**config.mk**
```make
export PLATFORM = sky130hd
export DESIGN_NAME = e1_alarm_monitor
export DESIGN_NICKNAME = d
export VERILOG_FILES = /design/src/pkg/e1_alarm_pkg.sv /design/src/logic/idle_timer.sv /design/src/logic/e1_alarm_monitor.sv
export SDC_FILE = /design/constraint.sdc
export NUM_CORES = 1
export LEC_CHECK = 0
export ABC_CLOCK_PERIOD_IN_PS = 4200
export BUFFER_PORTS_ARGS = -buffer_cell sky130_fd_sc_hd__clkbuf_2
export CORE_UTILIZATION = 40
export CTS_CLUSTER_DIAMETER = 100
export DETAILED_ROUTE_END_ITERATION = 8
export GPL_TIMING_DRIVEN = 0
export PLACE_DENSITY_LB_ADDON = 0.3
export SYNTH_ARGS = -nofsm -noshare
export SYNTH_HDL_FRONTEND = slang
export SYNTH_HIERARCHICAL = 1
export SYNTH_SLANG_ARGS = --single-unit
```
**constraint.sdc**
```tcl
create_clock -name CORE_CLK_IN -period 4.2 [get_ports CORE_CLK_IN]
set_input_delay 0.21 -clock CORE_CLK_IN [delete_from_list [all_inputs] [get_ports CORE_CLK_IN]]
set_output_delay 0.21 -clock CORE_CLK_IN [all_outputs]
set_load 0.01 [all_outputs]
```
**src/pkg/e1_alarm_pkg.sv**
```systemverilog
// constants, register map and field layout of the e1 interface alarm monitor
// assumes one 40 MHz core clock and a plain strobe register port
`default_nettype none
package e1_alarm_pkg;
   localparam int unsigned CLK_HZ         = 40_000_000;
   localparam int unsigned SEC_CYCLES     = CLK_HZ;
   localparam logic [13:0] IDLE_MAX_SEC   = 14'h270F;
   // register offsets (byte addresses)
   localparam logic [7:0] OFF_ROUTE       = 8'h00;
   localparam logic [7:0] OFF_TX_IDLE     = 8'h04;
   localparam logic [7:0] OFF_RX_IDLE     = 8'h08;
   localparam logic [7:0] OFF_CTRL        = 8'h0C;
   localparam logic [7:0] OFF_STATUS      = 8'h10;
   localparam logic [7:0] OFF_BUF0        = 8'h14;
   localparam logic [7:0] OFF_BUF1        = 8'h18;
   localparam logic [7:0] OFF_BPV0        = 8'h1C;
   localparam logic [7:0] OFF_BPV1        = 8'h20;
   localparam logic [7:0] OFF_CRC0        = 8'h24;
   localparam logic [7:0] OFF_CRC1        = 8'h28;
   localparam logic [7:0] OFF_CMD         = 8'h2C;
   localparam logic [7:0] OFF_ID          = 8'h30;
   // route register fields
   localparam int unsigned F_IO_ROUTE     = 0;   // 3 bits
   localparam int unsigned F_TXD_ROUTE    = 4;   // 2 bits
   localparam int unsigned F_RXD_ROUTE    = 6;
   localparam int unsigned F_TEST_ROUTE   = 8;
   localparam int unsigned F_HW_ROUTE     = 10;
   localparam int unsigned F_HW_NOTIFY    = 12;  // 2 bits
   // control register fields
   localparam int unsigned F_SAT_LOOP     = 0;
   localparam int unsigned F_TER_LOOP     = 1;
   localparam int unsigned F_CODING       = 2;
   // command register fields (write one)
   localparam int unsigned F_CLR_BPV      = 0;   // 2 bits, one per port
   localparam int unsigned F_CLR_CRC      = 2;
   localparam int unsigned F_RECENTRE     = 4;
   localparam logic [31:0] ROUTE_RESET    = 32'h0000_0000;
   localparam logic [13:0] IDLE_RESET     = 14'h001E;
   localparam logic [31:0] BLOCK_ID       = 32'h0000_0A11; // arbitrary value
   localparam int unsigned BUF_DEPTH      = 64;
   localparam logic [6:0]  BUF_CENTRE     = 7'h20;
   localparam logic [7:0]  PCT_CENTRE     = 8'h64;
   // line coding choices
   typedef enum logic {CODE_AMI = 1'b0, CODE_HDB3 = 1'b1} coding_t;
endpackage
`default_nettype wire

```
**src/logic/idle_timer.sv**
```systemverilog
// idle supervision timer: counts whole seconds without activity
// assumes a one-cycle second tick from the parent divider
`default_nettype none
module idle_timer
   import e1_alarm_pkg::*;
(
   input  wire logic        clk_in,
   input  wire logic        rst_n_in,
   input  wire logic        sec_tick_in,
   input  wire logic        activity_in,
   input  wire logic [13:0] limit_in,
   output logic             alarm_out
);
   logic [13:0] secs_q;

   always_ff @(posedge clk_in or negedge rst_n_in) begin
      if (!rst_n_in) begin
         secs_q <= 14'h0000;
      end else if (activity_in || limit_in == 14'h0000) begin
         secs_q <= 14'h0000;
      end else if (sec_tick_in && secs_q != limit_in) begin
         secs_q <= secs_q + 14'h0001;
      end
   end

   // zero limit disables the alarm entirely
   always_ff @(posedge clk_in or negedge rst_n_in) begin
      if (!rst_n_in) begin
         alarm_out <= 1'b0;
      end else begin
         alarm_out <= (limit_in != 14'h0000) && !activity_in && (secs_q >= limit_in);
      end
   end
endmodule
`default_nettype wire

```
**src/logic/e1_alarm_monitor.sv**
```systemverilog
// e1 interface alarm routing, idle supervision, loopback, coding and error counters
// assumes synchronous inputs, one 40 MHz clock, strobe register port
// Function
// io alarm route 0..7: bits select A, B; values 4..7 also mute carrier
// send data, test, hardware alarms: 0 none, 1 A, 2 B, 3 both
// receive data alarm uses the same two-bit routing
// send data alarm after programmed idle seconds; zero disables
// receive data alarm after programmed idle seconds; zero disables
// satellite loopback feeds receive output back into send input
// terrestrial loopback returns line send input to line receive output
// report buffer fill percent (100 centred) and slips; recentre on command
// per-port bipolar violation counts, cleared by command
// per-port crc error counts, cleared by command
// report handshake line states while auxiliary channel active
// port 1 send coding: 0 AMI, 1 HDB3
// hardware alarm notify: 1 log only, 2 log and alert
// alarm outputs OR routed sources; mute held while muting alarm active
//
// Design decisions made here: the address map and the address-and-strobe port.
`default_nettype none
module e1_alarm_monitor
   import e1_alarm_pkg::*;
(
   // clock and reset
   input  wire logic        CORE_CLK_IN,
   input  wire logic        RESET_N_IN,
   // register port
   input  wire logic [7:0]  REG_ADDR_IN,
   input  wire logic [31:0] REG_WDATA_IN,
   input  wire logic        REG_WR_IN,
   input  wire logic        REG_RD_IN,
   output logic [31:0]      REG_RDATA_OUT,
   // alarm sources
   input  wire logic        IO_ALARM_IN,
   input  wire logic        TEST_ACTIVE_IN,
   input  wire logic        HW_ALARM_IN,
   // activity and error events
   input  wire logic        TX_ACTIVITY_IN,
   input  wire logic        RX_ACTIVITY_IN,
   input  wire logic [1:0]  BIPOLAR_VIOLATION_IN,
   input  wire logic [1:0]  CRC_ERROR_IN,
   // receive buffer per port: write and read of one entry
   input  wire logic [1:0]  BUF_WR_IN,
   input  wire logic [1:0]  BUF_RD_IN,
   input  wire logic [1:0]  BUF_ACTIVE_IN,
   // data path
   input  wire logic        LINE_SEND_IN,
   input  wire logic        SAT_RCV_IN,
   output logic             SAT_SEND_OUT,
   output logic             LINE_RCV_OUT,
   output logic             CODING_HDB3_OUT,
   // auxiliary serial channel handshake: rts cts dcd dtr dsr
   input  wire logic        AUXILIARY_SERIAL_CHANNEL_ACTIVE_IN,
   input  wire logic [4:0]  HANDSHAKE_IN,
   // alarm outputs
   output logic             ALARM_A_OUT,
   output logic             ALARM_B_OUT,
   output logic             CARRIER_OUTPUT_MUTE_OUT,
   output logic             HW_LOG_OUT,
   output logic             HW_ALERT_OUT
);
   logic [31:0] route_q;
   logic [13:0] tx_idle_q;
   logic [13:0] rx_idle_q;
   logic [2:0]  ctrl_q;
   logic [25:0] div_q;
   logic        sec_tick_q;
   logic        tx_alarm;
   logic        rx_alarm;
   logic        hw_prev_q;
   logic [4:0]  hs_q;
   logic [15:0] bpv_q [2];
   logic [15:0] crc_q [2];
   logic [6:0]  fill_q [2];
   logic [15:0] slip_q [2];
   logic [5:0]  cmd;
   logic        wr_cmd;

   assign wr_cmd = REG_WR_IN && REG_ADDR_IN == OFF_CMD;
   assign cmd    = wr_cmd ? REG_WDATA_IN[5:0] : 6'h00;

   // configuration writes
   always_ff @(posedge CORE_CLK_IN or negedge RESET_N_IN) begin
      if (!RESET_N_IN) begin
         route_q   <= ROUTE_RESET;
         tx_idle_q <= IDLE_RESET;
         rx_idle_q <= IDLE_RESET;
         ctrl_q    <= 3'h0;
      end else if (REG_WR_IN) begin
         if (REG_ADDR_IN == OFF_ROUTE) begin
            route_q <= {18'h0_0000, REG_WDATA_IN[13:0]};
         end else if (REG_ADDR_IN == OFF_TX_IDLE) begin
            // values above the documented range saturate
            tx_idle_q <= (REG_WDATA_IN[13:0] > IDLE_MAX_SEC) ? IDLE_MAX_SEC
                         : REG_WDATA_IN[13:0];
         end else if (REG_ADDR_IN == OFF_RX_IDLE) begin
            rx_idle_q <= (REG_WDATA_IN[13:0] > IDLE_MAX_SEC) ? IDLE_MAX_SEC
                         : REG_WDATA_IN[13:0];
         end else if (REG_ADDR_IN == OFF_CTRL) begin
            ctrl_q <= REG_WDATA_IN[2:0];
         end
      end
   end

   // one-second enable
   always_ff @(posedge CORE_CLK_IN or negedge RESET_N_IN) begin
      if (!RESET_N_IN) begin
         div_q      <= 26'h000_0000;
         sec_tick_q <= 1'b0;
      end else if (div_q == 26'(SEC_CYCLES - 1)) begin
         div_q      <= 26'h000_0000;
         sec_tick_q <= 1'b1;
      end else begin
         div_q      <= div_q + 26'h000_0001;
         sec_tick_q <= 1'b0;
      end
   end

   idle_timer u_tx_idle (
      .clk_in      (CORE_CLK_IN),
      .rst_n_in    (RESET_N_IN),
      .sec_tick_in (sec_tick_q),
      .activity_in (TX_ACTIVITY_IN),
      .limit_in    (tx_idle_q),
      .alarm_out   (tx_alarm)
   );

   idle_timer u_rx_idle (
      .clk_in      (CORE_CLK_IN),
      .rst_n_in    (RESET_N_IN),
      .sec_tick_in (sec_tick_q),
      .activity_in (RX_ACTIVITY_IN),
      .limit_in    (rx_idle_q),
      .alarm_out   (rx_alarm)
   );

   // alarm routing
   logic [2:0] io_rt;
   logic [1:0] tx_rt;
   logic [1:0] rx_rt;
   logic [1:0] te_rt;
   logic [1:0] hw_rt;
   logic       io_act;
   assign io_rt  = route_q[F_IO_ROUTE +: 3];
   assign tx_rt  = route_q[F_TXD_ROUTE +: 2];
   assign rx_rt  = route_q[F_RXD_ROUTE +: 2];
   assign te_rt  = route_q[F_TEST_ROUTE +: 2];
   assign hw_rt  = route_q[F_HW_ROUTE +: 2];
   assign io_act = IO_ALARM_IN;

   always_ff @(posedge CORE_CLK_IN or negedge RESET_N_IN) begin
      if (!RESET_N_IN) begin
         ALARM_A_OUT             <= 1'b0;
         ALARM_B_OUT             <= 1'b0;
         CARRIER_OUTPUT_MUTE_OUT <= 1'b0;
      end else begin
         ALARM_A_OUT <= (io_act & io_rt[0]) | (tx_alarm & tx_rt[0]) | (rx_alarm & rx_rt[0])
                      | (TEST_ACTIVE_IN & te_rt[0]) | (HW_ALARM_IN & hw_rt[0]);
         ALARM_B_OUT <= (io_act & io_rt[1]) | (tx_alarm & tx_rt[1]) | (rx_alarm & rx_rt[1])
                      | (TEST_ACTIVE_IN & te_rt[1]) | (HW_ALARM_IN & hw_rt[1]);
         CARRIER_OUTPUT_MUTE_OUT <= io_act & io_rt[2];
      end
   end

   // hardware alarm notification on each change of state
   logic [1:0] hw_notify;
   assign hw_notify = route_q[F_HW_NOTIFY +: 2];
   always_ff @(posedge CORE_CLK_IN or negedge RESET_N_IN) begin
      if (!RESET_N_IN) begin
         hw_prev_q    <= 1'b0;
         HW_LOG_OUT   <= 1'b0;
         HW_ALERT_OUT <= 1'b0;
      end else begin
         hw_prev_q    <= HW_ALARM_IN;
         HW_LOG_OUT   <= (HW_ALARM_IN != hw_prev_q) && (hw_notify == 2'h1
                         || hw_notify == 2'h2);
         HW_ALERT_OUT <= (HW_ALARM_IN != hw_prev_q) && hw_notify == 2'h2;
      end
   end

   // loopbacks and coding select
   always_ff @(posedge CORE_CLK_IN or negedge RESET_N_IN) begin
      if (!RESET_N_IN) begin
         SAT_SEND_OUT    <= 1'b0;
         LINE_RCV_OUT    <= 1'b0;
         CODING_HDB3_OUT <= 1'b0;
      end else begin
         SAT_SEND_OUT    <= ctrl_q[F_SAT_LOOP] ? SAT_RCV_IN : LINE_SEND_IN;
         LINE_RCV_OUT    <= ctrl_q[F_TER_LOOP] ? LINE_SEND_IN : SAT_RCV_IN;
         CODING_HDB3_OUT <= ctrl_q[F_CODING] == CODE_HDB3;
      end
   end

   // handshake snapshot; shows zero while the channel is idle
   always_ff @(posedge CORE_CLK_IN or negedge RESET_N_IN) begin
      if (!RESET_N_IN) begin
         hs_q <= 5'h00;
      end else begin
         hs_q <= AUXILIARY_SERIAL_CHANNEL_ACTIVE_IN ? HANDSHAKE_IN : 5'h00;
      end
   end

   // per-port counters and receive buffer; clear loses to nothing: an error event in the clear cycle counts, a buffer write or read on recentre is dropped
   genvar p;
   generate
      for (p = 0; p < 2; p++) begin : g_port
         always_ff @(posedge CORE_CLK_IN or negedge RESET_N_IN) begin
            if (!RESET_N_IN) begin
               bpv_q[p] <= 16'h0000;
            end else if (cmd[F_CLR_BPV + p]) begin
               bpv_q[p] <= {15'h0000, BIPOLAR_VIOLATION_IN[p]};
            end else if (BIPOLAR_VIOLATION_IN[p] && bpv_q[p] != 16'hFFFF) begin
               bpv_q[p] <= bpv_q[p] + 16'h0001;
            end
         end

         always_ff @(posedge CORE_CLK_IN or negedge RESET_N_IN) begin
            if (!RESET_N_IN) begin
               crc_q[p] <= 16'h0000;
            end else if (cmd[F_CLR_CRC + p]) begin
               crc_q[p] <= {15'h0000, CRC_ERROR_IN[p]};
            end else if (CRC_ERROR_IN[p] && crc_q[p] != 16'hFFFF) begin
               crc_q[p] <= crc_q[p] + 16'h0001;
            end
         end

         // fill tracks writes minus reads; an over or underrun is a slip and re-centres
         logic wr_b;
         logic rd_b;
         logic over;
         logic under;
         assign wr_b  = BUF_WR_IN[p] & BUF_ACTIVE_IN[p];
         assign rd_b  = BUF_RD_IN[p] & BUF_ACTIVE_IN[p];
         assign over  = wr_b && !rd_b && fill_q[p] == 7'(BUF_DEPTH);
         assign under = rd_b && !wr_b && fill_q[p] == 7'h00;
         always_ff @(posedge CORE_CLK_IN or negedge RESET_N_IN) begin
            if (!RESET_N_IN) begin
               fill_q[p] <= BUF_CENTRE;
               slip_q[p] <= 16'h0000;
            end else if (cmd[F_RECENTRE + p] || !BUF_ACTIVE_IN[p]) begin
               fill_q[p] <= BUF_CENTRE;
            end else if (over || under) begin
               fill_q[p] <= BUF_CENTRE;
               slip_q[p] <= (slip_q[p] == 16'hFFFF) ? slip_q[p] : slip_q[p] + 16'h0001;
            end else if (wr_b && !rd_b) begin
               fill_q[p] <= fill_q[p] + 7'h01;
            end else if (rd_b && !wr_b) begin
               fill_q[p] <= fill_q[p] - 7'h01;
            end
         end
      end
   endgenerate

   // fill percent: centre (32 of 64) reads 100, full reads 200
   function automatic logic [7:0] fill_pct(input logic [6:0] f);
      logic [12:0] prod;
      prod = {6'h00, f} * 13'(PCT_CENTRE);
      return 8'(prod / 13'(BUF_CENTRE));
   endfunction

   // register reads, data one cycle after the strobe
   always_ff @(posedge CORE_CLK_IN or negedge RESET_N_IN) begin
      if (!RESET_N_IN) begin
         REG_RDATA_OUT <= 32'h0000_0000;
      end else if (REG_RD_IN) begin
         if (REG_ADDR_IN == OFF_ROUTE) begin
            REG_RDATA_OUT <= route_q;
         end else if (REG_ADDR_IN == OFF_TX_IDLE) begin
            REG_RDATA_OUT <= {18'h0_0000, tx_idle_q};
         end else if (REG_ADDR_IN == OFF_RX_IDLE) begin
            REG_RDATA_OUT <= {18'h0_0000, rx_idle_q};
         end else if (REG_ADDR_IN == OFF_CTRL) begin
            REG_RDATA_OUT <= {29'h0000_0000, ctrl_q};
         end else if (REG_ADDR_IN == OFF_STATUS) begin
            REG_RDATA_OUT <= {16'h0000, 3'h0, AUXILIARY_SERIAL_CHANNEL_ACTIVE_IN, hs_q,
                              BUF_ACTIVE_IN, HW_ALARM_IN, TEST_ACTIVE_IN, rx_alarm,
                              tx_alarm, IO_ALARM_IN};
         end else if (REG_ADDR_IN == OFF_BUF0) begin
            REG_RDATA_OUT <= {slip_q[0], 8'h00, fill_pct(fill_q[0])};
         end else if (REG_ADDR_IN == OFF_BUF1) begin
            REG_RDATA_OUT <= {slip_q[1], 8'h00, fill_pct(fill_q[1])};
         end else if (REG_ADDR_IN == OFF_BPV0) begin
            REG_RDATA_OUT <= {16'h0000, bpv_q[0]};
         end else if (REG_ADDR_IN == OFF_BPV1) begin
            REG_RDATA_OUT <= {16'h0000, bpv_q[1]};
         end else if (REG_ADDR_IN == OFF_CRC0) begin
            REG_RDATA_OUT <= {16'h0000, crc_q[0]};
         end else if (REG_ADDR_IN == OFF_CRC1) begin
            REG_RDATA_OUT <= {16'h0000, crc_q[1]};
         end else if (REG_ADDR_IN == OFF_ID) begin
            REG_RDATA_OUT <= BLOCK_ID;
         end else begin
            REG_RDATA_OUT <= 32'h0000_0000;
         end
      end else begin
         REG_RDATA_OUT <= 32'h0000_0000;
      end
   end
endmodule
`default_nettype wire

```
==> impl_metrics.csv <==
group,metric,value,unit
sta,fmax,295.4,MHz
floorplanning,row_count,71,
route,firstDrtPassIters,5,
clock_tree,post_cts_resized,0,
route,vias_per_cell,5.505,
synthesis,netlist_area,15440,um^2
critical_path,start_kind,"flop",
grt,grt_pass1_vias,12140,
critical_path,crit_slowest_cell,"dfrtp_1",
synthesis,ys_seq_area_share,41.90,%
power_and_ir_drop,sw_frac_of_total,29.18,%
synthesis,synth_ff_type,"dfrtp_1",
critical_path,r2r_slack,0.81,ns
clock_tree,cts_root_buf,"clkbuf_16",
power_and_ir_drop,seq_power_share,42.7,%
status,status,"finished clean",
synthesis,synth_nets,1782,
clock_tree,clk_latency,0.59,ns
critical_path,cpMostUsedCell,"ha_1",
placed_design,dp_hpwl,31050,um
synthesis,synth_area_leaders,"dfrtp_1, ha_1, nor2_1, xnor2_1, nand2_1",
sta,max_slew_margin,44.89,%
finish,final_area,17970,um^2
job,cap_violations,0,
critical_path,path_cells,"inv_1, ha_1, ha_1, fa_1, ha_1, a211oi_1, nor2_1, a221oi_1, o21a_1, o221ai_1, a21oi_1",
sta,finClkSkew,0.02402,ns
power_and_ir_drop,pwr-share-comb,17.2,%
finish,n_fill_cell,3575,
floorplanning,die_x,198.5,um
synthesis,synth_top_area_share,40.20,%
synthesis,syn_avg_cell_area,9.607,um^2
sta,finalWorstPathRequiredPeriod,3.385,ns
route,detail_route.wl_per_cell,17.93,um
placed_design,gp_congestion,0.9320,
clock_tree,hold_buffers,33,
route,routed_wl,41180,um
placed_design,place_area,16570,um^2
floorplanning,die_h,198.5,um
power_and_ir_drop,p_switching,2.010,mW
sta,rsz0062_at_grt,"false",
finish,nets,1935,
floorplanning,start_util,40.80,%
synthesis,synth_warnings,6,
power_and_ir_drop,power.leakage,8.052,nW
critical_path,regToRegStartpoint,"fill_q[10]",
synthesis,ys_seq_elements,258,
critical_path,crit_arrival,3.85,ns
synthesis,synth_commonest_cells,"dfrtp_1, nor2_1, nand2_1",
critical_path,crit_type,"reg2reg",
sta,worst-slew-pin-transition,0.8059,ns
clock_tree,post_cts_buffers,0,
floorplanning,die_area,39390,um^2
route,ant_nets,0,
clock_tree,cts_tree,"done",
sta,finalHoldViolations,0,
power_and_ir_drop,power_density,383.5,nW/um^2
sta,timing.hold.ws,0.03348,ns
sta,setup_viol,0,
finish,stdcell_count,2297,
synthesis,synth_top_area_cell,"dfrtp_1",
route,vias,12640,
floorplanning,coreArea,37840,um^2
worst_hold_path,hold_start,"BIPOLAR_VIOLATION_IN[1]",
synthesis,synth_edf_count,0,
grt,grt_overflow,0,
worst_hold_path,min_path_cells,3,
critical_path,crit_path_max_incr_delay,0.47,ns
clock_tree,h-tree-depth,1,
power_and_ir_drop,max-vdd-ir-drop,0.2857,mV
sta,timing.final.crit_share,80.60,%
critical_path,cp_max_fo,6,
grt,grt_usage,21.36,%
finish,drive_gt1_share,15.07,%
critical_path,r2r-end,"REG_RDATA_OUT[4]",
clock_tree,cts.clk_slew.worst_paths,0.06,ns
placed_design,dp.cells,2205,
clock_tree,cts_buffers,31,
sta,drv_slew,0,
clock_tree,cts_num_sinks,258,
worst_hold_path,hold_path_class,"in2reg",
worst_hold_path,min_to,"bpv_q[1]",
clock_tree,cts_buffer_depth,3,
grt,grt_max_degree,98,
critical_path,crit_required,4.67,ns
route,initialDrtViolationCount,825,
synthesis,yosysUniqueCellTypes,93,
synthesis,yosysMostFrequentCell,"dfrtp_1",
synthesis,async_reset_ff_share,100.0,%
grt,antenna_found_initial,2,
critical_path,end_kind,"flop",
floorplanning,ioPinCount,107,
critical_path,reg2reg_depth,11,
route,route.detailed.drc,0,
finish,areaGrowthSynthToFinish,16.39,%
synthesis,syn-instance-count,1607,
placed_design,io_buffer_count,85,
grt,grt_pass1_wl,66570,um
power_and_ir_drop,p_int,4.880,mW
power_and_ir_drop,pwr-share-clk,40.1,%
==> per-layer routing <==
metal	global-route usage, %	vias up	share of wire, %
met5	0	-	0.032
met4	6.040	2	2.6
met3	2.899	69	5.1
met2	34.23	330	46
met1	30.07	6142	47
li1	-	6101	-
==> power by group through the flow <==
stage | logic [mW] | registers [mW] | clock network, mW
3_3_place_gp | 1.12 | 2.97 | 0
6_report | 1.18 | 2.94 | 2.76
4_1_cts | 1.19 | 2.93 | 2.83
2_1_floorplan | 0.827 | 2.88 | 0
5_1_grt | 1.35 | 2.97 | 2.93
3_5_place_dp | 1.15 | 2.97 | 0
==> worst max path at each step <==
stage               startpoint  slack [ns]               end
floorplan            fill_q[3]        1.22  REG_RDATA_OUT[5]
global placement    RESET_N_IN       -2.54          div_q[3]
detailed placement  fill_q[10]        0.83  REG_RDATA_OUT[4]
CTS                 fill_q[10]        0.81  REG_RDATA_OUT[4]
global route        fill_q[10]        0.64  REG_RDATA_OUT[4]
finish              fill_q[10]        0.81  REG_RDATA_OUT[4]
==> flip-flops by register name, indices dropped and copies added, names as in the netlist, 26 cells and up <==
signal,flops
bpv_q,32
crc_q,32
slip_q,32
REG_RDATA_OUT,32
div_q,26
==> critical path: cells and delay by family, from the launching register on <==
family | cells | cell delay (ns)
fa+ha+maj | 4 | 1.30
compound gates | 5 | 1.28
flops | 1 | 0.47
simple gates | 1 | 0.10
buf+inv | 1 | 0.08
==> kinds of logic (layout without fill, tap and decap cells) <==
group                    after synthesis  count (layout)  share of synthesized area, %
other                                  0               1                             0
buffers and inverters                129             307                         3.752
multiplexers                          40              40                         2.885
AND/OR/NAND/NOR                      622             622                         21.37
adder cells (fa/ha/maj)              108             108                         9.044
flip-flops                           258             258                         41.90
AO/OA/AOI/OAI                        331             331                         14.30
XOR/XNOR                             119             119                         6.751
==> area by class of cell <==
cell class | count | area, um^2 | area share (%)
well taps | 511 | 639.4 | 3.558
inverters | 75 | 281.5 | 1.567
clock buffers | 49 | 933.4 | 5.195
multi-input cells | 1220 | 8391 | 46.70
clock inverters | 9 | 135.1 | 0.7520
flip-flops and latches | 258 | 6469 | 36.00
diodes | 1 | 2.502 | 0.01393
repair buffers | 120 | 819.5 | 4.561
plain buffers | 54 | 297.8 | 1.657
==> cell usage in the layout, fill, tap and decap left out, types with 11 or more instances in the layout <==
cell / count
or4_1: 15
dfrtp_1: 248
nor2b_1: 11
a221oi_1: 11
nand3_1: 56
nand2_1: 144
buf_2: 23
nor4_1: 15
o31ai_1: 21
mux2_2: 21
a22oi_1: 25
and4_1: 19
o21ai_0: 62
and2_1: 18
mux2i_1: 16
nor3_1: 22
nand4_1: 46
nand2b_1: 15
ha_1: 102
clkbuf_16: 31
nor2_1: 166
xor2_1: 56
xnor2_1: 63
clkbuf_2: 84
a21oi_1: 79
dlygate4sd3_1: 33
and3_1: 23
inv_1: 74
o21ai_1: 26
clkbuf_1: 27
or3_1: 14
a21oi_2: 12
==> metrics by stage <==
step           util (%)  total power, mW  setup TNS, ns  setup WS [ns]
2_1_floorplan         -            3.703              0          1.223
3_3_place_gp      43.61            4.084        -627.06         -2.540
3_5_place_dp      43.78            4.126              0         0.8254
4_1_cts           47.47            6.951              0         0.8102
5_1_grt           47.47            7.246              0         0.6413
6_report          47.48            6.890              0         0.8149
Note: power is estimated with default switching activity, not from simulation.
